### config.mk
export PLATFORM = sky130hd
export DESIGN_NAME = ocd_decoder
export DESIGN_NICKNAME = d
export VERILOG_FILES = /design/src/shared/ocd_pkg.sv /design/src/logic/ocd_mode_map.sv /design/src/logic/ocd_decoder.sv
export SDC_FILE = /design/constraint.sdc
export NUM_CORES = 1
export LEC_CHECK = 0
export BUFFER_PORTS_ARGS = -buffer_cell sky130_fd_sc_hd__buf_2
export CAP_MARGIN = 20
export CORE_ASPECT_RATIO = 1.5
export CORE_MARGIN = 2
export CORE_UTILIZATION = 40
export CTS_BUF_LIST = sky130_fd_sc_hd__clkbuf_4 sky130_fd_sc_hd__clkbuf_8
export CTS_CLUSTER_SIZE = 8
export DETAILED_ROUTE_END_ITERATION = 6
export SKIP_LAST_GASP = 1
export SLEW_MARGIN = 10
export SYNTH_ARGS = -nofsm -noshare
export SYNTH_HDL_FRONTEND = slang
export SYNTH_SLANG_ARGS = --single-unit
### constraint.sdc
create_clock -name clk_i -period 3.63 [get_ports clk_i]
set_input_delay 0.363 -clock clk_i [delete_from_list [all_inputs] [get_ports clk_i]]
set_output_delay 0.363 -clock clk_i [all_outputs]
set_load 0.05 [all_outputs]
### src/shared/ocd_pkg.sv
// Package of opcodes, mode nibbles, cycle counts and carrier types for the opcode decoder tail.
package ocd_pkg;

  // Opcodes handled in full by this block.
  localparam logic [7:0] OP_TEST_PAGE0 = 8'h3D;
  localparam logic [7:0] OP_TEST_ACC   = 8'h4D;
  localparam logic [7:0] OP_TEST_INDEX = 8'h5D;
  localparam logic [7:0] OP_TEST_IXB   = 8'h6D;
  localparam logic [7:0] OP_TEST_IXZ   = 8'h7D;
  localparam logic [7:0] OP_IDX_TO_ACC = 8'h9F;
  localparam logic [7:0] OP_WAIT_INT   = 8'h8F;

  // Total cycle counts, opcode fetch included.
  localparam logic [3:0] CYC_TEST_PAGE0 = 4'h4;
  localparam logic [3:0] CYC_TEST_ACC   = 4'h3;
  localparam logic [3:0] CYC_TEST_INDEX = 4'h3;
  localparam logic [3:0] CYC_TEST_IXB   = 4'h5;
  localparam logic [3:0] CYC_TEST_IXZ   = 4'h4;
  localparam logic [3:0] CYC_IDX_TO_ACC = 4'h2;
  localparam logic [3:0] CYC_WAIT_INT   = 4'h2;
  localparam logic [3:0] CYC_DEFAULT    = 4'h2;

  // Flag register bit positions.
  localparam int FLG_C = 0;
  localparam int FLG_Z = 1;
  localparam int FLG_N = 2;
  localparam int FLG_I = 3;
  localparam int FLG_H = 4;

  // Reset values.
  localparam logic [15:0] RST_PC    = 16'h0000;
  localparam logic [7:0]  RST_BYTE  = 8'h00;
  localparam logic [4:0]  RST_FLAGS = 5'h08;

  // Addressing modes selected by the opcode high nibble.
  typedef enum logic [3:0] {
    MODE_BIT_PAGE0,
    MODE_RELATIVE,
    MODE_PAGE0,
    MODE_ACC,
    MODE_INDEX,
    MODE_INHERENT,
    MODE_LITERAL,
    MODE_LONG,
    MODE_IX_WORD,
    MODE_IX_BYTE,
    MODE_IX_ZERO
  } ocd_mode_type;

  // Decoded summary of one opcode.
  typedef struct packed {
    ocd_mode_type mode;
    logic [1:0]   operand_count;
    logic         bit_branch;
  } ocd_decode_type;

  // Result presented to the core after an instruction ends.
  typedef struct packed {
    logic [15:0] eff_addr;
    logic [15:0] branch_target;
    logic        branch_taken;
    logic [7:0]  opcode;
  } ocd_result_type;

endpackage

### src/logic/ocd_mode_map.sv
// Opcode high-nibble to addressing-mode and operand-count lookup.
`timescale 1ns/1ps
module ocd_mode_map
  import ocd_pkg::*;
(
  // Opcode in.
  input  wire logic [7:0]     opcode_i,
  // Decoded mode out.
  output ocd_decode_type      decode_o
);

  always_comb begin
    decode_o = '{mode: MODE_INHERENT, operand_count: 2'd0, bit_branch: 1'b0};
    unique case (opcode_i[7:4])
      4'h0: decode_o = '{mode: MODE_BIT_PAGE0, operand_count: 2'd2, bit_branch: 1'b1};
      4'h1: decode_o = '{mode: MODE_BIT_PAGE0, operand_count: 2'd1, bit_branch: 1'b0};
      4'h2: decode_o = '{mode: MODE_RELATIVE, operand_count: 2'd1, bit_branch: 1'b0};
      4'h3: decode_o = '{mode: MODE_PAGE0, operand_count: 2'd1, bit_branch: 1'b0};
      4'h4: decode_o = '{mode: MODE_ACC, operand_count: 2'd0, bit_branch: 1'b0};
      4'h5: decode_o = '{mode: MODE_INDEX, operand_count: 2'd0, bit_branch: 1'b0};
      4'h6: decode_o = '{mode: MODE_IX_BYTE, operand_count: 2'd1, bit_branch: 1'b0};
      4'h7: decode_o = '{mode: MODE_IX_ZERO, operand_count: 2'd0, bit_branch: 1'b0};
      4'h8: decode_o = '{mode: MODE_INHERENT, operand_count: 2'd0, bit_branch: 1'b0};
      4'h9: decode_o = '{mode: MODE_INHERENT, operand_count: 2'd0, bit_branch: 1'b0};
      4'hA: decode_o = '{mode: MODE_LITERAL, operand_count: 2'd1, bit_branch: 1'b0};
      4'hB: decode_o = '{mode: MODE_PAGE0, operand_count: 2'd1, bit_branch: 1'b0};
      4'hC: decode_o = '{mode: MODE_LONG, operand_count: 2'd2, bit_branch: 1'b0};
      4'hD: decode_o = '{mode: MODE_IX_WORD, operand_count: 2'd2, bit_branch: 1'b0};
      4'hE: decode_o = '{mode: MODE_IX_BYTE, operand_count: 2'd1, bit_branch: 1'b0};
      4'hF: decode_o = '{mode: MODE_IX_ZERO, operand_count: 2'd0, bit_branch: 1'b0};
    endcase
  end

endmodule

### src/logic/ocd_decoder.sv
// Opcode decoder tail: fetch sequencing, addressing and the test, transfer and wait instructions.
`timescale 1ns/1ps
module ocd_decoder
  import ocd_pkg::*;
(
  // Clock and reset.
  input  wire logic                clk_i,
  input  wire logic                sys_rst_i,
  // Program memory byte stream.
  input  wire logic [7:0]          mem_data_i,
  input  wire logic                mem_valid_i,
  output logic                     mem_ready_o,
  output logic [15:0]              pc_o,
  // Operand byte at the effective address, supplied by the core.
  input  wire logic [7:0]          data_byte_i,
  // Interrupt wake request, from core logic on this clock.
  input  wire logic                irq_i,
  // Branch condition from the core for relative branches.
  input  wire logic                branch_cond_i,
  // Core registers.
  output logic [7:0]               acc_o,
  output logic [7:0]               index_o,
  output logic [4:0]               flags_o,
  output logic                     clock_halt_o,
  // Per-instruction result.
  output ocd_result_type           result_o,
  output logic                     done_o
);

  typedef enum logic [2:0] {
    ST_OPCODE,
    ST_OPER1,
    ST_OPER2,
    ST_EXEC,
    ST_HALT
  } ocd_state_type;

  ocd_state_type   state;
  ocd_decode_type  dec;
  logic [7:0]      opcode;
  logic [7:0]      oper1;
  logic [7:0]      oper2;
  logic [3:0]      cyc_cnt;
  logic [3:0]      cyc_total;
  logic [15:0]     pc;
  logic [7:0]      acc;
  logic [7:0]      index;
  logic [4:0]      flags;
  logic            halt;
  logic            fetch;
  logic [15:0]     next_eff_addr;
  logic [15:0]     next_target;
  logic            next_taken;
  logic [7:0]      test_value;
  logic [15:0]     disp_ext;

  // Mode lookup for the latched opcode.
  ocd_mode_map u_mode_map (
    .opcode_i (opcode),
    .decode_o (dec)
  );

  // A byte is consumed only in the fetch states.
  assign fetch       = mem_valid_i && (state == ST_OPCODE || state == ST_OPER1 || state == ST_OPER2);
  assign mem_ready_o = (state == ST_OPCODE || state == ST_OPER1 || state == ST_OPER2);

  // Cycle budget per opcode; unknown ones run the minimum.
  always_comb begin
    unique case (opcode)
      OP_TEST_PAGE0: cyc_total = CYC_TEST_PAGE0;
      OP_TEST_ACC:   cyc_total = CYC_TEST_ACC;
      OP_TEST_INDEX: cyc_total = CYC_TEST_INDEX;
      OP_TEST_IXB:   cyc_total = CYC_TEST_IXB;
      OP_TEST_IXZ:   cyc_total = CYC_TEST_IXZ;
      OP_IDX_TO_ACC: cyc_total = CYC_IDX_TO_ACC;
      OP_WAIT_INT:   cyc_total = CYC_WAIT_INT;
      default:       cyc_total = CYC_DEFAULT;
    endcase
  end

  // Address arithmetic. The displacement is sign-extended; the PC already points past the operands.
  always_comb begin
    next_eff_addr = 16'h0000;
    disp_ext      = {{8{oper1[7]}}, oper1};
    next_taken    = 1'b0;
    next_target   = pc;
    unique case (dec.mode)
      MODE_LONG:      next_eff_addr = {oper1, oper2};
      MODE_IX_WORD:   next_eff_addr = 16'({oper1, oper2} + {8'h00, index});
      MODE_IX_BYTE:   next_eff_addr = 16'({8'h00, oper1} + {8'h00, index});
      MODE_IX_ZERO:   next_eff_addr = {8'h00, index};
      MODE_PAGE0:     next_eff_addr = {8'h00, oper1};
      MODE_BIT_PAGE0: next_eff_addr = {8'h00, oper1};
      default:        next_eff_addr = 16'h0000;
    endcase
    if (dec.bit_branch) begin
      disp_ext    = {{8{oper2[7]}}, oper2};
      next_taken  = data_byte_i[opcode[3:1]] ^ opcode[0];
      next_target = 16'(pc + disp_ext);
    end
    else if (dec.mode == MODE_RELATIVE) begin
      next_taken  = branch_cond_i;
      next_target = 16'(pc + disp_ext);
    end
  end

  // Operand seen by the test: accumulator, index or the memory byte.
  always_comb begin
    unique case (dec.mode)
      MODE_ACC:   test_value = acc;
      MODE_INDEX: test_value = index;
      default:    test_value = data_byte_i;
    endcase
  end

  // Sequencer: opcode, up to two operands, then the remaining execute cycles.
  always_ff @(posedge clk_i) begin
    if (sys_rst_i) begin
      state   <= ST_OPCODE;
      opcode  <= RST_BYTE;
      oper1   <= RST_BYTE;
      oper2   <= RST_BYTE;
      cyc_cnt <= 4'h0;
    end else begin
      unique case (state)
        ST_OPCODE: if (fetch) begin
          opcode  <= mem_data_i;
          cyc_cnt <= 4'h1;
          state   <= ST_EXEC;
        end
        ST_OPER1: if (fetch) begin
          oper1   <= mem_data_i;
          cyc_cnt <= cyc_cnt + 4'h1;
          state   <= (dec.operand_count == 2'd2) ? ST_OPER2 : ST_EXEC;
        end
        ST_OPER2: if (fetch) begin
          oper2   <= mem_data_i;
          cyc_cnt <= cyc_cnt + 4'h1;
          state   <= ST_EXEC;
        end
        ST_EXEC: begin
          if (cyc_cnt == 4'h1 && dec.operand_count != 2'd0) begin
            // The decode cycle before the operand fetch counts toward the budget.
            cyc_cnt <= cyc_cnt + 4'h1;
            state   <= ST_OPER1;
          end else if (cyc_cnt + 4'h1 >= cyc_total) begin
            cyc_cnt <= 4'h0;
            state   <= (opcode == OP_WAIT_INT) ? ST_HALT : ST_OPCODE;
          end else begin
            cyc_cnt <= cyc_cnt + 4'h1;
          end
        end
        ST_HALT: if (irq_i) begin
          state <= ST_OPCODE;
        end
      endcase
    end
  end

  always_ff @(posedge clk_i) begin
    if (sys_rst_i) begin
      pc <= RST_PC;
    end else if (fetch) begin
      pc <= pc + 16'h0001;
    end
  end

  // End of instruction: the done pulse and the register effects land together.
  logic last_exec;
  assign last_exec = (state == ST_EXEC) && !(cyc_cnt == 4'h1 && dec.operand_count != 2'd0)
                     && (cyc_cnt + 4'h1 >= cyc_total);

  // Accumulator and index updates; only the transfer writes here in this block.
  always_ff @(posedge clk_i) begin
    if (sys_rst_i) begin
      acc   <= RST_BYTE;
      index <= RST_BYTE;
    end else if (last_exec && opcode == OP_IDX_TO_ACC) begin
      acc <= index;
    end
  end

  // Flag updates. Transfer leaves all flags as they were.
  always_ff @(posedge clk_i) begin
    if (sys_rst_i) begin
      flags <= RST_FLAGS;
    end else if (last_exec) begin
      if (opcode[3:0] == 4'hD && opcode[7:4] >= 4'h3 && opcode[7:4] <= 4'h7) begin
        flags[FLG_N] <= test_value[7];
        flags[FLG_Z] <= (test_value == 8'h00);
      end else if (opcode == OP_WAIT_INT) begin
        flags[FLG_I] <= 1'b0;
      end
    end
  end

  // Clock halt request stands from the end of the wait until the wake.
  always_ff @(posedge clk_i) begin
    if (sys_rst_i) begin
      halt <= 1'b0;
    end else if (last_exec && opcode == OP_WAIT_INT) begin
      halt <= 1'b1;
    end else if (irq_i) begin
      halt <= 1'b0;
    end
  end

  // Registered result, held until the next instruction ends.
  always_ff @(posedge clk_i) begin
    if (sys_rst_i) begin
      result_o <= '0;
      done_o   <= 1'b0;
    end else begin
      done_o <= last_exec;
      if (last_exec) begin
        result_o <= '{eff_addr: next_eff_addr, branch_target: next_target,
                      branch_taken: next_taken, opcode: opcode};
      end
    end
  end

  assign pc_o         = pc;
  assign acc_o        = acc;
  assign index_o      = index;
  assign flags_o      = flags;
  assign clock_halt_o = halt;

endmodule

==> metrics <==
min Tclk post-route=3.20 ns; most common cell in the netlist=dfxtp_1; Syn-to-layout area delta=11.7%; RSZ-0062 raised after global routing=false; final setup fails=0; DR vias=5630; CTS sink cnt=100; largest net degree at the start of global routing=75; final hold viol count=0; Core Region=0.0151 mm^2; CTS Buffer Depth=2; adder-cell share of the synthesized area=9.02%; Power Total=2.44 mW; critical path arrival=3.52 ns; Die Span Y=156 um; Max Slew Vio Count=0; leading cell types by count after synthesis=dfxtp_1, nor2_1, nand2_1, a21oi_1, ha_1; Final #Nets=886; Worst Path Max Fanout=35; grt ovf=0; Clock Pin Slew Worst Setup and Hold Paths=0.11 ns; Pwr per Cell Area=355 mW/mm^2; CP Cell Sequence=nand3_1 > nor3_1 > and3_1 > ha_1 > nand2b_1 > a21o_1 > a211oi_2 > nor3_4 > buf_4 > nand3_1 > or3b_1 > a21oi_1; crit start category=flip-flop; VDD IR-drop max=0.191 mV; most frequent CP cell=nand3_1; diode count=0; largest cells by area after synthesis=dfxtp_1, ha_1, nor2_1; vias in the first global route=5294; non-filler instance count after layout=1026; num rows=55; hold slack=0.261 ns; Post-synth EDFFs=0; top_reg_cell synth=dfxtp_1; simple-gate share of the synthesized area=22.6%; status=finished, final reports clean; Critical Path Slowest Stage Cell=nor3_4; drc violations=0; XOR/XNOR share of the synthesized area=4.86%; overall routing resource usage=21.0%; DR vias/cell=5.49; H-tree Lvls=3; kind of critical path=flip-flop to flip-flop; yosys warns=0; Syn Area/Cell=8.09 um^2; drt pass-1 iters=6; skew final=0.0162 ns; area share of the largest cell type after synthesis=32.6%; drt total wl=17300 um; DRT iter0 DRCs=195; Worst-Skew Late Latency=0.38 ns; CP delay by family, top=simple AND/OR/NAND/NOR gates; TritonCTS Buffers=9; initial antenna violation count=0; Buf+Inv Stages, Crit Path=1; leak pwr=2.93 nW; root buffer cell=clkbuf_8; CP peak stage delay=0.46 ns; fillers=1569; Crit path required time=3.95 ns; starting density of the core=40.7%; TritonCTS clock tree=done; max-cap violations=0; largest area contributor in the netlist=dfxtp_1; Final HPWL DP=13400 um; Async SR Flop Fraction=0%; largest family of logic cells by synthesized area=simple AND/OR/NAND/NOR gates; post-route antenna net violation count=0; number of port buffers=83; Post-CTS Hold Buffers=0; Worst slew margin=29.5%; worst-margin pin slew=1.06 ns; crit path capture type=flip-flop; Die ar.=0.0164 mm^2; multiplexer share of the synthesized area=4.18%; # resized after CTS=0; Final TNS setup=0 ns; hold crit path type=primary input to flip-flop; fin worst setup slack=0.433 ns; routed len/inst=16.9 um; compound-cell area share of the yosys netlist=20.8%; Yosys cell types=73; synthesis-stage register bit count=100; layout cells sized above 1=14.5%; synthesized cell area=0.00613 mm^2; fin crit share=88.1%; DIE WIDTH=105 um; Post CTS Setup Buffer Count=0; RePlAce Congestion=0.876; cell count after synthesis=758; Seq/Total Area, Yosys=32.6%; # IOs=102; Placed Cells=1010; Fmax=0.313 GHz; first-pass GRT wire length=27100 um; Place WS=0.455 ns
## report_power, final
part / internal, mW / switching, mW / total, mW
Clock: 0.353 / 0.433 / 0.786
Sequential: 1.14 / 0.0695 / 1.21
Combinational: 0.140 / 0.304 / 0.443
Total: 1.63 / 0.807 / 2.44
## state kept, by name, indices dropped and copies added, names as in the netlist
name,flops
pc_o,16
state,3
u_mode_map.decode_o,7
done_o,1
cyc_cnt,4
oper2,8
clock_halt_o,1
flags_o,3
oper1,8
opcode,8
result_o,41
## per-layer routing
| layer | GRT usage [%] | wire length (um) |
|---|---|---|
| met3 | 3.01 | 461 |
| met1 | 21.6 | 6650 |
| met4 | 8.38 | 448 |
| met2 | 41.9 | 9770 |
| met5 | 0 | 0 |
## through the flow
| stage | util [%] | area, um^2 |
|---|---|---|
| 6_report | 45.5 | 6850 |
| 5_1_grt | 45.5 | 6850 |
| 4_1_cts | 45.5 | 6850 |
| 3_5_place_dp | 44.1 | 6640 |
| 3_3_place_gp | 44.1 | 6640 |
| 2_1_floorplan | - | 6200 |
## layout by cell type, fill, tap and decap left out, drive strengths merged, types with 5 or more instances in the layout
master / n
nor2: 93
nand4: 7
a21o: 9
ha: 41
buf: 92
nand2b: 11
nor4: 8
a211oi: 13
xor2: 21
mux2i: 20
nor3: 24
o21a: 9
nand3b: 6
a31oi: 5
o211ai: 11
a221oi: 10
clkbuf: 10
nor2b: 6
a21oi: 70
and2: 6
dfxtp: 100
conb: 18
nand3: 20
nand2: 83
or3: 6
xnor2: 13
inv: 23
o21ai: 29
## final timing paths
| check | from | to | slack [ns] | cells past startpoint |
|---|---|---|---|---|
| worst min register to register | result_o[14] | result_o[14] | 0.46 | 2 |
| worst max-delay path | opcode[2] | flags_o[2] | 0.43 | 12 |
| worst max register to register | opcode[2] | flags_o[2] | 0.43 | 12 |
| worst min-delay path | mem_data_i[3] | opcode[3] | 0.26 | 3 |
## area by class of cell
| type | instances | area (um^2) | share of cell area (%) |
|---|---|---|---|
| Sequential cell | 100 | 2000 | 29.2 |
| Clock inverter | 6 | 76.3 | 1.11 |
| Multi-Input combinational cell | 601 | 3840 | 56.0 |
| Tap cell | 199 | 249 | 3.63 |
| Clock buffer | 10 | 138 | 2.01 |
| Inverter | 18 | 67.6 | 0.986 |
| Timing Repair Buffer | 92 | 483 | 7.05 |
## worst reg2reg max path, delay by kind of cell, from the launching register on
family / cells / cell delay, ns
AND/OR/NAND/NOR: 7 / 1.81
adder cells (fa/ha/maj): 1 / 0.11
flip-flops: 1 / 0.43
buffers and inverters: 1 / 0.44
AO/OA/AOI/OAI: 3 / 0.37
## kinds of logic after synthesis
kind of cell               Yosys count
muxes                               23
adders and majority gates           43
other                                1
buffers and inverters               74
DFF                                100
AOI/OAI and AO/OA                  193
and+or+nand+nor                    290
xor gates and xnor gates            34
No activity file was read; power rests on OpenSTA's default activity.
